File: src/inc/bers_regs.svh
// Register offsets, reset values, limits and tick timing of the sequencer
// Assumes a 100 MHz system clock; all times count in 10 ms ticks
`ifndef BERS_REGS_SVH
`define BERS_REGS_SVH

`define BERS_AW          5
`define BERS_TW          11
`define BERS_LW          7
`define BERS_CTRL_W      9
`define BERS_HI_LSB      16

`define BERS_A_CTRL      5'h00
`define BERS_A_DLY       5'h04
`define BERS_A_ENG       5'h08
`define BERS_A_RSTW      5'h0C
`define BERS_A_REL       5'h10
`define BERS_A_FBF       5'h14
`define BERS_A_JDC       5'h18
`define BERS_A_STAT      5'h1C

`define BERS_RST_CTRL    9'h000
`define BERS_RST_DLY     11'h000
`define BERS_RST_ENG     11'h032
`define BERS_RST_RSTW    11'h000
`define BERS_RST_REL     11'h032
`define BERS_RST_FBF     11'h000
`define BERS_RST_JUMP    7'h00
`define BERS_RST_DC      7'h46

`define BERS_MAX_DLY     11'h1F4
`define BERS_MAX_ENG     11'h1F4
`define BERS_MAX_RSTW    11'h5DC
`define BERS_MAX_REL     11'h1F4
`define BERS_MAX_JUMP    7'h64
`define BERS_MAX_DC      7'h6E

`define BERS_CLK_MHZ     100
`define BERS_TICK_MS     10
`define BERS_TICK_CYC    (`BERS_TICK_MS * 1000 * `BERS_CLK_MHZ)

`endif

File: src/inc/bers_pkg.sv
// Types shared by the brake engage sequencer files
// Assumes nothing beyond the constants header
`default_nettype none

package bers_pkg;

  typedef enum logic [2:0] {
    ST_IDLE, ST_REL, ST_RUN, ST_DLY, ST_PH, ST_WAIT
  } bers_state_t;

  typedef enum logic [1:0] {
    JM_DEFAULT, JM_AUTO, JM_MANUAL, JM_RSVD
  } bers_jmode_t;

  typedef struct packed {
    bers_jmode_t jump_mode;
    logic [1:0]  ms_comm_mode;
    logic        closed_loop_sync_mode;
    logic        closed_loop_vector_mode;
    logic        hoisting;
    logic        restart_policy;
    logic        rev_engage;
  } bers_ctrl_t;

  typedef struct packed {
    logic        rev_active;
    logic        eff_policy;
    logic        brake_engaged;
    bers_state_t state;
  } bers_stat_t;

  typedef struct packed {
    logic [4:0]  addr;
    logic [31:0] wdata;
    logic        we;
    logic        re;
  } bers_bus_t;

endpackage : bers_pkg

`default_nettype wire

File: src/rtl/bers_sequencer.sv
// Brake engage and restart sequencer with its control registers
// Assumes run, stop and reversal inputs come from logic on mclk_i
`include "bers_regs.svh"
`default_nettype none

// What this block does
// - Wait programmable engage delay, 0.01 s steps, up to 5 s, default 0.
// - Time engage phase, 0.01 s steps, up to 5 s, default 0.50 s.
// - Engage phase never shorter than the larger feedback filter time.
// - Reversal-engage setting engages brake at zero speed on reversal; default off.
// - Reversal frequency jump only open-loop hoisting, 0-10 Hz, off with reversal-engage.
// - Automatic jump uses rated slip; default auto only for open-loop hoisting.
// - Hold off new release for restart time, up to 15 s, default 0.
// - DC injection level one only traveling open-loop; max 1.1, default 0.7.
// - Master/slave mode other than off forces restart policy to full sequence.
// - Run during restart wait restarts the restart wait count from zero.
// - Run while reversal-engage active reinitialises the complete brake sequence.
// - Policy zero: run during engagement lets engage then release complete.
// - Policy one: run before engage delay ends acts at once, no engage.
// - Policy one: run during engage phase restarts after the release time.
// - Policy one: run after engage phase lets the sequence complete first.
module bers_sequencer #(
  parameter int unsigned TICK_CYC = `BERS_TICK_CYC
) (
  input  wire logic                   mclk_i,          // System clock, 100 MHz
  input  wire logic                   rstn_i,          // Sync reset, active low
  input  wire logic                   ce_i,            // Clock enable, freezes all
  input  wire bers_pkg::bers_bus_t    bus_i,           // Register port request
  output logic [31:0]                 rdata_o,         // Read data, cycle after read
  input  wire logic                   run_cmd_i,       // Run command level
  input  wire logic                   stop_reached_i,  // Engage condition reached
  input  wire logic                   rev_zero_i,      // Zero crossing on reversal
  input  wire logic [`BERS_LW-1:0]    rated_slip_i,    // Rated slip, 0.1 Hz units
  output logic                        brake_engage_o,  // Brake engage request
  output logic                        run_enable_o,    // Drive may run
  output logic                        jump_active_o,   // Reversal jump applied
  output logic [`BERS_LW-1:0]         jump_freq_o,     // Jump value, 0.1 Hz units
  output logic                        dc_inj_en_o,     // DC injection allowed
  output logic [`BERS_LW-1:0]         dc_inj_level_o   // Level, 0.01 rated current
);

  bers_pkg::bers_ctrl_t   ctrl_q;
  bers_pkg::bers_state_t  st_q;
  bers_pkg::bers_state_t  st_d;
  bers_pkg::bers_stat_t   stat;
  logic [`BERS_TW-1:0]    dly_q;
  logic [`BERS_TW-1:0]    eng_q;
  logic [`BERS_TW-1:0]    rstw_q;
  logic [`BERS_TW-1:0]    rel_q;
  logic [`BERS_TW-1:0]    fbf_a_q;
  logic [`BERS_TW-1:0]    fbf_b_q;
  logic [`BERS_LW-1:0]    jump_q;
  logic [`BERS_LW-1:0]    dc_q;
  logic [`BERS_TW-1:0]    cnt_q;
  logic [`BERS_TW-1:0]    lim;
  logic [`BERS_TW-1:0]    eng_lim;
  logic                   tick;
  logic                   run_q;
  logic                   run_rise;
  logic                   closed;
  logic                   eff_pol;
  logic                   full_seq;
  logic                   done;
  logic                   rev_act_q;
  logic                   jump_auto;

  function automatic logic [`BERS_TW-1:0] clamp_t(input logic [31:0]         v,
                                                  input logic [`BERS_TW-1:0] mx);
    return (v > 32'(mx)) ? mx : v[`BERS_TW-1:0];
  endfunction : clamp_t

  function automatic logic [`BERS_LW-1:0] clamp_l(input logic [31:0]         v,
                                                  input logic [`BERS_LW-1:0] mx);
    return (v > 32'(mx)) ? mx : v[`BERS_LW-1:0];
  endfunction : clamp_l

  bers_tick #(
    .DIV (TICK_CYC)
  ) u_tick (
    .mclk_i (mclk_i),
    .rstn_i (rstn_i),
    .ce_i   (ce_i),
    .tick_o (tick)
  );

  // Register writes, out-of-range values saturate
  always_ff @(posedge mclk_i) begin
    if (!rstn_i) begin
      ctrl_q  <= bers_pkg::bers_ctrl_t'(`BERS_RST_CTRL);
      dly_q   <= `BERS_RST_DLY;
      eng_q   <= `BERS_RST_ENG;
      rstw_q  <= `BERS_RST_RSTW;
      rel_q   <= `BERS_RST_REL;
      fbf_a_q <= `BERS_RST_FBF;
      fbf_b_q <= `BERS_RST_FBF;
      jump_q  <= `BERS_RST_JUMP;
      dc_q    <= `BERS_RST_DC;
    end else if (ce_i && bus_i.we) begin
      unique case (bus_i.addr)
        `BERS_A_CTRL: ctrl_q  <= bers_pkg::bers_ctrl_t'(bus_i.wdata[`BERS_CTRL_W-1:0]);
        `BERS_A_DLY:  dly_q   <= clamp_t(bus_i.wdata, `BERS_MAX_DLY);
        `BERS_A_ENG:  eng_q   <= clamp_t(bus_i.wdata, `BERS_MAX_ENG);
        `BERS_A_RSTW: rstw_q  <= clamp_t(bus_i.wdata, `BERS_MAX_RSTW);
        `BERS_A_REL:  rel_q   <= clamp_t(bus_i.wdata, `BERS_MAX_REL);
        `BERS_A_FBF: begin
          fbf_a_q <= clamp_t({21'h00_0000, bus_i.wdata[`BERS_TW-1:0]}, `BERS_MAX_ENG);
          fbf_b_q <= clamp_t(32'(bus_i.wdata[`BERS_HI_LSB +: `BERS_TW]), `BERS_MAX_ENG);
        end
        `BERS_A_JDC: begin
          jump_q <= clamp_l({25'h000_0000, bus_i.wdata[`BERS_LW-1:0]}, `BERS_MAX_JUMP);
          dc_q   <= clamp_l(32'(bus_i.wdata[`BERS_HI_LSB +: `BERS_LW]), `BERS_MAX_DC);
        end
        default: ;
      endcase
    end
  end

  assign stat = '{rev_active:    rev_act_q,
                  eff_policy:    eff_pol,
                  brake_engaged: brake_engage_o,
                  state:         st_q};

  // Read data lives for exactly one cycle
  always_ff @(posedge mclk_i) begin
    if (!rstn_i) begin
      rdata_o <= 32'h0000_0000;
    end else if (ce_i) begin
      rdata_o <= 32'h0000_0000;
      if (bus_i.re) begin
        unique case (bus_i.addr)
          `BERS_A_CTRL: rdata_o <= 32'(ctrl_q);
          `BERS_A_DLY:  rdata_o <= 32'(dly_q);
          `BERS_A_ENG:  rdata_o <= 32'(eng_q);
          `BERS_A_RSTW: rdata_o <= 32'(rstw_q);
          `BERS_A_REL:  rdata_o <= 32'(rel_q);
          `BERS_A_FBF:  rdata_o <= (32'(fbf_b_q) << `BERS_HI_LSB) | 32'(fbf_a_q);
          `BERS_A_JDC:  rdata_o <= (32'(dc_q) << `BERS_HI_LSB) | 32'(jump_q);
          `BERS_A_STAT: rdata_o <= 32'(stat);
          default:      rdata_o <= 32'h0000_0000;
        endcase
      end
    end
  end

  assign closed   = ctrl_q.closed_loop_vector_mode | ctrl_q.closed_loop_sync_mode;
  assign eff_pol  = (ctrl_q.ms_comm_mode == 2'h0) & ctrl_q.restart_policy;
  assign full_seq = ~eff_pol | rev_act_q;
  assign run_rise = run_cmd_i & ~run_q;

  // Engage phase floor at the slower feedback filter
  always_comb begin
    eng_lim = eng_q;
    if (fbf_a_q > eng_lim) eng_lim = fbf_a_q;
    if (fbf_b_q > eng_lim) eng_lim = fbf_b_q;
  end

  always_comb begin
    unique case (st_q)
      bers_pkg::ST_REL:  lim = rel_q;
      bers_pkg::ST_DLY:  lim = dly_q;
      bers_pkg::ST_PH:   lim = eng_lim;
      bers_pkg::ST_WAIT: lim = rstw_q;
      default:           lim = '0;
    endcase
  end

  assign done = (cnt_q >= lim);

  always_comb begin
    st_d = st_q;
    unique case (st_q)
      bers_pkg::ST_IDLE: begin
        if (run_cmd_i) st_d = bers_pkg::ST_REL;
      end
      bers_pkg::ST_REL: begin
        if (done) st_d = bers_pkg::ST_RUN;
      end
      bers_pkg::ST_RUN: begin
        if (stop_reached_i || (rev_zero_i && ctrl_q.rev_engage)) begin
          st_d = bers_pkg::ST_DLY;
        end
      end
      bers_pkg::ST_DLY: begin
        if (run_rise && !full_seq) begin
          st_d = bers_pkg::ST_RUN;
        end else if (done) begin
          st_d = bers_pkg::ST_PH;
        end
      end
      bers_pkg::ST_PH: begin
        if (run_rise && !full_seq) begin
          st_d = bers_pkg::ST_REL;
        end else if (done) begin
          st_d = bers_pkg::ST_WAIT;
        end
      end
      bers_pkg::ST_WAIT: begin
        if (done && !run_rise) st_d = bers_pkg::ST_IDLE;
      end
      default: st_d = bers_pkg::ST_IDLE;
    endcase
  end

  always_ff @(posedge mclk_i) begin
    if (!rstn_i) begin
      st_q  <= bers_pkg::ST_IDLE;
      run_q <= 1'b0;
    end else if (ce_i) begin
      st_q  <= st_d;
      run_q <= run_cmd_i;
    end
  end

  // Phase timer restarts on every state change and on a run during the wait
  always_ff @(posedge mclk_i) begin
    if (!rstn_i) begin
      cnt_q <= '0;
    end else if (ce_i) begin
      if (st_d != st_q || (st_q == bers_pkg::ST_WAIT && run_rise)) begin
        cnt_q <= '0;
      end else if (tick && !(&cnt_q)) begin
        cnt_q <= cnt_q + `BERS_TW'(1);
      end
    end
  end

  // Remembers that the current engagement came from a reversal
  always_ff @(posedge mclk_i) begin
    if (!rstn_i) begin
      rev_act_q <= 1'b0;
    end else if (ce_i) begin
      if (st_q == bers_pkg::ST_RUN && st_d == bers_pkg::ST_DLY) begin
        rev_act_q <= ~stop_reached_i;
      end else if (st_d == bers_pkg::ST_IDLE || st_d == bers_pkg::ST_RUN) begin
        rev_act_q <= 1'b0;
      end
    end
  end

  always_ff @(posedge mclk_i) begin
    if (!rstn_i) begin
      brake_engage_o <= 1'b1;
      run_enable_o   <= 1'b0;
    end else if (ce_i) begin
      brake_engage_o <= (st_d == bers_pkg::ST_IDLE) || (st_d == bers_pkg::ST_PH) ||
                        (st_d == bers_pkg::ST_WAIT);
      run_enable_o   <= (st_d == bers_pkg::ST_RUN);
    end
  end

  // Factory default picks auto only for open-loop hoisting
  assign jump_auto = (ctrl_q.jump_mode == bers_pkg::JM_AUTO) ||
                     (ctrl_q.jump_mode != bers_pkg::JM_MANUAL && ctrl_q.hoisting && !closed);

  always_ff @(posedge mclk_i) begin
    if (!rstn_i) begin
      jump_active_o <= 1'b0;
      jump_freq_o   <= '0;
    end else if (ce_i) begin
      jump_active_o <= ctrl_q.hoisting && !closed && !ctrl_q.rev_engage &&
                       rev_zero_i && st_q == bers_pkg::ST_RUN;
      jump_freq_o   <= jump_auto ? ((rated_slip_i > `BERS_MAX_JUMP) ? `BERS_MAX_JUMP
                                    : rated_slip_i) : jump_q;
    end
  end

  always_ff @(posedge mclk_i) begin
    if (!rstn_i) begin
      dc_inj_en_o    <= 1'b0;
      dc_inj_level_o <= '0;
    end else if (ce_i) begin
      dc_inj_en_o    <= !ctrl_q.hoisting && !closed &&
                        st_d == bers_pkg::ST_DLY;
      dc_inj_level_o <= dc_q;
    end
  end
endmodule : bers_sequencer

`default_nettype wire

File: src/rtl/bers_tick.sv
// Free running divider giving one-cycle timebase ticks
// Assumes the system clock domain and a synchronous active-low reset
`include "bers_regs.svh"
`default_nettype none

module bers_tick #(
  parameter int unsigned DIV = `BERS_TICK_CYC
) (
  input  wire logic mclk_i,  // System clock
  input  wire logic rstn_i,  // Sync reset, active low
  input  wire logic ce_i,    // Clock enable
  output logic      tick_o   // One-cycle tick
);

  localparam int unsigned W = $clog2(DIV + 1);

  logic [W-1:0] cnt_q;

  always_ff @(posedge mclk_i) begin
    if (!rstn_i) begin
      cnt_q  <= '0;
      tick_o <= 1'b0;
    end else if (ce_i) begin
      tick_o <= (cnt_q == W'(DIV - 1));
      cnt_q  <= (cnt_q == W'(DIV - 1)) ? '0 : cnt_q + W'(1);
    end
  end

endmodule : bers_tick

`default_nettype wire

File: config.mk
export PLATFORM = sky130hd
export DESIGN_NAME = bers_sequencer
export DESIGN_NICKNAME = d
export VERILOG_FILES = /design/src/inc/bers_pkg.sv /design/src/rtl/bers_sequencer.sv /design/src/rtl/bers_tick.sv
export VERILOG_INCLUDE_DIRS = /design/src /design/src/inc
export SDC_FILE = /design/constraint.sdc
export NUM_CORES = 1
export LEC_CHECK = 0
export ABC_AREA = 1
export BUFFER_PORTS_ARGS = -buffer_cell sky130_fd_sc_hd__buf_4
export CORE_MARGIN = 1.5
export CORE_UTILIZATION = 30
export DETAILED_ROUTE_END_ITERATION = 12
export HOLD_SLACK_MARGIN = 0.03
export PLACE_DENSITY = 0.43
export SETUP_SLACK_MARGIN = 0.4
export SYNTH_ARGS = -nofsm -noshare
export SYNTH_HDL_FRONTEND = slang
export SYNTH_SLANG_ARGS = --single-unit
export TNS_END_PERCENT = 100
File: constraint.sdc
create_clock -name mclk_i -period 9.5 [get_ports mclk_i]
set_input_delay 1.9 -clock mclk_i [delete_from_list [all_inputs] [get_ports mclk_i]]
set_output_delay 1.9 -clock mclk_i [all_outputs]
set_load 0.01 [all_outputs]
======== Word level (Yosys, flattened, before mapping) ========
Index checks and enable logic that the tools add are counted.
storage, ports and cells
  flip-flop bits (word level) ............. 176
  bits of input ports ..................... 52
  output and inout bits ................... 50
  logic and storage cells ................. 139
cells by class
  add/sub/neg operators ................... 2
  $lt $le $gt $ge ......................... 10
  equal/unequal tests ..................... 20
  mux-type cells .......................... 27
  bitwise logic cells ..................... 9
  reduce and logical (&&, ||, !) cells .... 43
operators by type and width
  cell                                                                     number
  27-bit one-hot mux with 8 select lines                                   1
  11-bit two-way mux                                                       8
  11-bit one-hot mux with 4 select lines                                   1
  32-bit by 11-bit > comparator with 1-bit output (second input constant)  1
  32-bit by 9-bit > comparator with 1-bit output (second input constant)   1
  7-bit two-way mux                                                        4
  27-bit two-way mux                                                       1
  27-bit by 11-bit bitwise OR with 27-bit output                           1
  3-bit two-way mux                                                        8
  23-bit by 7-bit bitwise OR with 23-bit output                            1
  11-bit > comparator                                                      2
  11-bit by 9-bit > comparator with 1-bit output (second input constant)   2
  7-bit > comparator (second input constant)                               3
  20-bit by 1-bit adder with 20-bit output (second input constant)         1
  20-bit equality test (second input constant)                             1
  5-bit equality test (second input constant)                              4
  20-bit two-way mux                                                       1
  3-bit one-hot mux with 6 select lines                                    1
  2-bit AND reduction                                                      9
  1-bit logical AND                                                        15
  3-bit by 2-bit equality test with 1-bit output (second input constant)   4
  3-bit equality test (second input constant)                              4
  11-bit by 1-bit adder with 11-bit output (second input constant)         1
  11-bit >= comparator                                                     1
  17 further kinds                                                         35

======== Logic depth before layout (Yosys ltp) ========
  word-level depth ........................ 13
  gate-level depth with buffers ........... 40
  depth with buffers taken out ............ 38

======== Modules after synthesis ========
From an unflattened synthesis, not the netlist that was laid out.
second synthesis, totals
  cells, all modules ...................... 1300
  area, all modules ....................... 9103.7 µm²
by module, submodules not included
  module          instances  cells each  area each (µm²)  seq. area each (µm²)
  bers_sequencer  1          1133        7965.1           2902.8
  bers_tick       1          167         1138.6           420.4

======== Worst setup path after synthesis ========
Ideal clock, no wire load.
  path type ............................... register -> register
  from .................................... register eng_q[10]
  to ...................................... register cnt_q[1]
  setup time .............................. 0.115 ns
  arrival time ............................ 4.715 ns
  required time ........................... 9.385 ns
  path slack .............................. 4.670 ns
  stages on the path, launching flop included .. 39
  path buffers ............................ 3
  clock period less this slack ............ 4.830 ns
  cell sequence ........................... dfxtp_1 inv_1 ha_1 nand4_1 nor3_1 nand2_1 o2111ai_1 nand2_1 clkbuf_1 o21ai_0 ha_1 a21oi_1 o21ai_0 nand3_1 o2111ai_1 nand2_1 clkbuf_1 nand2_1 (+3 left out) ha_1 nand2_1 inv_1 nand2_1 inv_1 nand3_1 nand2_1 nor2_2 nand2_1 nand2_1 inv_1 nand3_2 nand2_1 nand2_2 nand3_4 buf_6 a21oi_1 nor2_1
on the way
  longest elaborated chain between the ends .. 13
  elaborated cells between the ends (all ways) .. 19
  classes of those cells .................. order compare: 3; eq/ne: 1; mux: 11; reduce/logical: 4
ends and longest elaborated chain
  element                                          RTL line                                                             source
  start, declared                                  bers_sequencer.sv:47                                                 logic [`BERS_TW-1:0] eng_q;
  start signal, assigned                           bers_sequencer.sv:91                                                 eng_q <= `BERS_RST_ENG;
  start signal, assigned                           bers_sequencer.sv:102                                                `BERS_A_ENG: eng_q <= clamp_t(bus_i.wdata, `BERS_MAX_ENG);
  11-bit > comparator                              bers_sequencer.sv:153                                                if (fbf_a_q > eng_lim) eng_lim = fbf_a_q;
  11-bit two-way mux (*)                           bers_sequencer.sv:153
  11-bit > comparator                              bers_sequencer.sv:154                                                if (fbf_b_q > eng_lim) eng_lim = fbf_b_q;
  11-bit two-way mux (*)                           bers_sequencer.sv:154
  11-bit one-hot mux with 4 select lines (*)       bers_sequencer.sv:158                                                unique case (st_q)
  11-bit >= comparator (*)                         bers_sequencer.sv:167                                                assign done = (cnt_q >= lim);
  3-bit two-way mux, or another cell as far along  bers_sequencer.sv:193                                                end else if (done) begin
  3-bit two-way mux (on tied branches)             bers_sequencer.sv:191, bers_sequencer.sv:184, bers_sequencer.sv:198
  3-bit one-hot mux with 6 select lines (*)        bers_sequencer.sv:171                                                unique case (st_q)
  3-bit != test (*)                                bers_sequencer.sv:219                                                if (st_d != st_q || (st_q == bers_pkg::ST_WAIT && run_rise)) begin
  1-bit logical OR (*)                             bers_sequencer.sv:219
  2-bit nonzero test (no line)                     n/a
  2-bit AND reduction (no line)                    n/a
  end signal, assigned                             bers_sequencer.sv:222                                                cnt_q <= cnt_q + `BERS_TW'(1);
  end, declared                                    bers_sequencer.sv:54                                                 logic [`BERS_TW-1:0] cnt_q;
Every way passes the cells marked *; elsewhere a longest branch is shown, timed or not.
A chain may end at the register's enable or synchronous reset.

======== Final worst setup path ========
  from .................................... register eng_q[10]
  to ...................................... register cnt_q[9]
The elaborated chain is that of the path after synthesis.

==> impl_metrics.toml <==
[drt]
wl_per_cell_um = 18.6
num_vias = 8726
dr.first_iter.drc_count = 657
via_per_inst = 5.03
drc = 0
finalWirelength_um = 32300
ant_nets = 0
dr.pass1.iters = 5

[job]
drv_cap = 0

[power]
ir_drop_mv = 0.122
leakagePower_nw = 4.44
p_per_area_mw_per_mm2 = 174
power_w = 0.00183

[critical_path]
critPathMaxStageDelay_ns = 0.52
cp.arrival_ns = 6.41
cpMostUsedCell = "nand2_1"
r2r-start = "eng_q[10]"
path_class = "flip-flop to flip-flop"
critPathCapture = "cnt_q[9]"
cp.required_ns = 9.83
cpMaxStageDelayCell = "o21ai_0"
endpoint_kind = "flip-flop"
crit_start = "eng_q[10]"
reg2reg_slack_ns = 3.43
cp-start-kind = "flip-flop"
cp_max_fo = 20
reg2reg_depth = 37
r2r-end = "cnt_q[9]"

[worst_hold_path]
min-delay-start = "rdata_o[8]"
hp-class = "flip-flop to flip-flop"

[final_layout]
drive_above_1_share_pct = 11.8
nets = 1424
antenna_cells = 0
area_growth_syn_to_layout_pct = 18.6
final_area_mm2 = 0.0105

[floorplanning]
rows = 62
fp.dieW_um = 175
start_util_pct = 30.7
die_h_um = 175
die_area_mm2 = 0.0306
io-pin-count = 102
coreArea_mm2 = 0.0289

[yosys]
synth-edff-count = 0
avgSynthCellArea_um2 = 6.99
ys_top_cells_by_area = "dfxtp_1, nand2_1, a21oi_1, o21ai_0, inv_1"
ys.flop_type = "dfxtp_1"
ys_seq_elements = 166
mappedNetlistArea_mm2 = 0.00886
yosysSeqAreaShare_pct = 37.5
synth_commonest_cells = "nand2_1, inv_1, dfxtp_1, a21oi_1, o21ai_0"
synthArstFlopShare_pct = 0
synth.most_common_cell = "nand2_1"
synth_top_area_share_pct = 37.5
synth_cell_type_count = 47
yosysWarnings = 0
synth_largest_area_cell = "dfxtp_1"
syn_inst = 1268

[cts]
post_cts_buffers = 0
root_buffer = "clkbuf_16"
cts_made_buffers = 17
cts.clk_slew.worst_paths_ns = 0.07
clk_path_buf_depth = 2
clock_latency_ns = 0.45
cts_tree = "built"
htreeDepth = 4
cts.sinks = 166
ctsHoldBuffers = 0
cts_resized = 0

[timing]
tns_ns = 0
period_share_pct = 63.9
clock.fmax_mhz = 165
rsz0062_at_grt = "no"
finClkSkew_ns = 0.0161
setup_viol = 0
maxSlewViolCount = 0
final.setup.worst_slack_ns = 3.43
worst_hold_slack_ns = 0.466
timing.final.hold_violations = 0
max_slew_margin_pct = 31.4
max_slew.worst_pin.slew_ns = 1.03
fin_crit_ns = 6.07

[placement]
io_buffers = 91
post-place-ws_ns = 3.54
routabilityCongestion = 0.921
hpwl_um = 24500
place_area_mm2 = 0.00985

[global_routing]
antenna_found_initial = 0
grt_pass1_wl_um = 49400
track_usage_pct = 21.4
grt_max_degree = 84
grt_overflow = 0
first_global_vias = 8229

[status]
status = "finished, final reports clean"
==> logic make-up after synthesis <==
group           after synthesis  share of synthesized area (%)
simple gates                452                           22.3
compound gates              365                           23.5
buf+inv                     238                           10.6
flops                       166                           37.5
fa+ha+maj                    35                           4.94
xor+xnor                     11                           1.09
other cells                   1                         0.0423
==> stage by stage <==
stage | std cells | util [%]
floorplan | 1277 | -
global placement | 1702 | 34.1
detailed placement | 1702 | 34.1
CTS | 1734 | 36.4
global route | 1734 | 36.4
finish | 1734 | 36.4
==> report_power, final <==
group	total [W]	leakage (nW)	switching (W)	internal [W]
sequential	0.000742	1.34	0.0000256	0.000716
clock	0.000778	0.313	0.000319	0.000460
combinational	0.000310	2.78	0.000206	0.000104
==> registers in the layout (all words and copies together), names as in the netlist, 7 cells and up <==
signal / cells
eng_q: 11
dc_q: 7
cnt_q: 11
jump_freq_o: 7
fbf_b_q: 11
u_tick.cnt_q: 20
rdata_o: 22
fbf_a_q: 11
dly_q: 11
dc_inj_level_o: 7
jump_q: 7
rel_q: 11
rstw_q: 11
ctrl_q: 9
==> worst max-delay path, delay by kind of cell, from the launching register on <==
family	cells	cell delay, ns
AOI/OAI and AO/OA	6	1.25
adders and majority gates	3	0.96
buffers and inverters	3	0.29
DFF	1	0.33
and+or+nand+nor	25	3.13
==> final cells by class <==
cell class,count,area [um^2]
Clock inverter,12,191
Fill cell,3198,18400
Multi-Input combinational cell,873,4630
Timing Repair Buffer,99,743
Tap cell,384,480
Clock buffer,20,457
Sequential cell,166,3320
Inverter,180,676
==> per-layer routing <==
| metal | part of all wire (%) | global-route usage (%) |
|---|---|---|
| met5 | 0 | 0 |
| met4 | 2.3 | 6.84 |
| met3 | 4.7 | 3.05 |
| met2 | 45 | 33.8 |
| met1 | 48 | 29.8 |
==> layout by cell type (no fill, tap or decap), types with 4 or more instances in the layout <==
master / synthesis / final
inv_1: 169 / 169
nor4_1: 11 / 11
o21ai_0: 127 / 127
ha_1: 35 / 35
buf_4: 10 / 99
nand2_2: 4 / 4
nor2_2: 2 / 4
nor2_1: 95 / 93
nand4_1: 13 / 13
a31oi_1: 20 / 20
nor3_1: 27 / 27
bufinv_16: 0 / 4
a211oi_1: 8 / 8
a21oi_1: 132 / 132
inv_2: 7 / 7
o41ai_1: 4 / 4
clkbuf_16: 0 / 17
nor3b_1: 4 / 4
nand2_1: 225 / 225
xor2_1: 10 / 10
nand3_1: 58 / 58
o221ai_1: 8 / 8
o211ai_1: 23 / 23
or2_2: 5 / 5
clkinv_1: 4 / 4
dfxtp_1: 166 / 166
clkinv_4: 0 / 4
o22ai_1: 25 / 25
conb_1: 1 / 10
==> how the worst min path moves through the flow <==
| stage | endpoint | slack [ns] | cells past startpoint |
|---|---|---|---|
| floorplan | dc_inj_level_o[3] | 0.44 | 2 |
| global placement | rdata_o[4] | 0.46 | 2 |
| detailed placement | rdata_o[8] | 0.46 | 2 |
| CTS | rdata_o[8] | 0.47 | 2 |
| global route | rdata_o[9] | 0.49 | 2 |
| finish | rdata_o[8] | 0.47 | 2 |
Note: power is estimated with default switching activity, not from simulation.
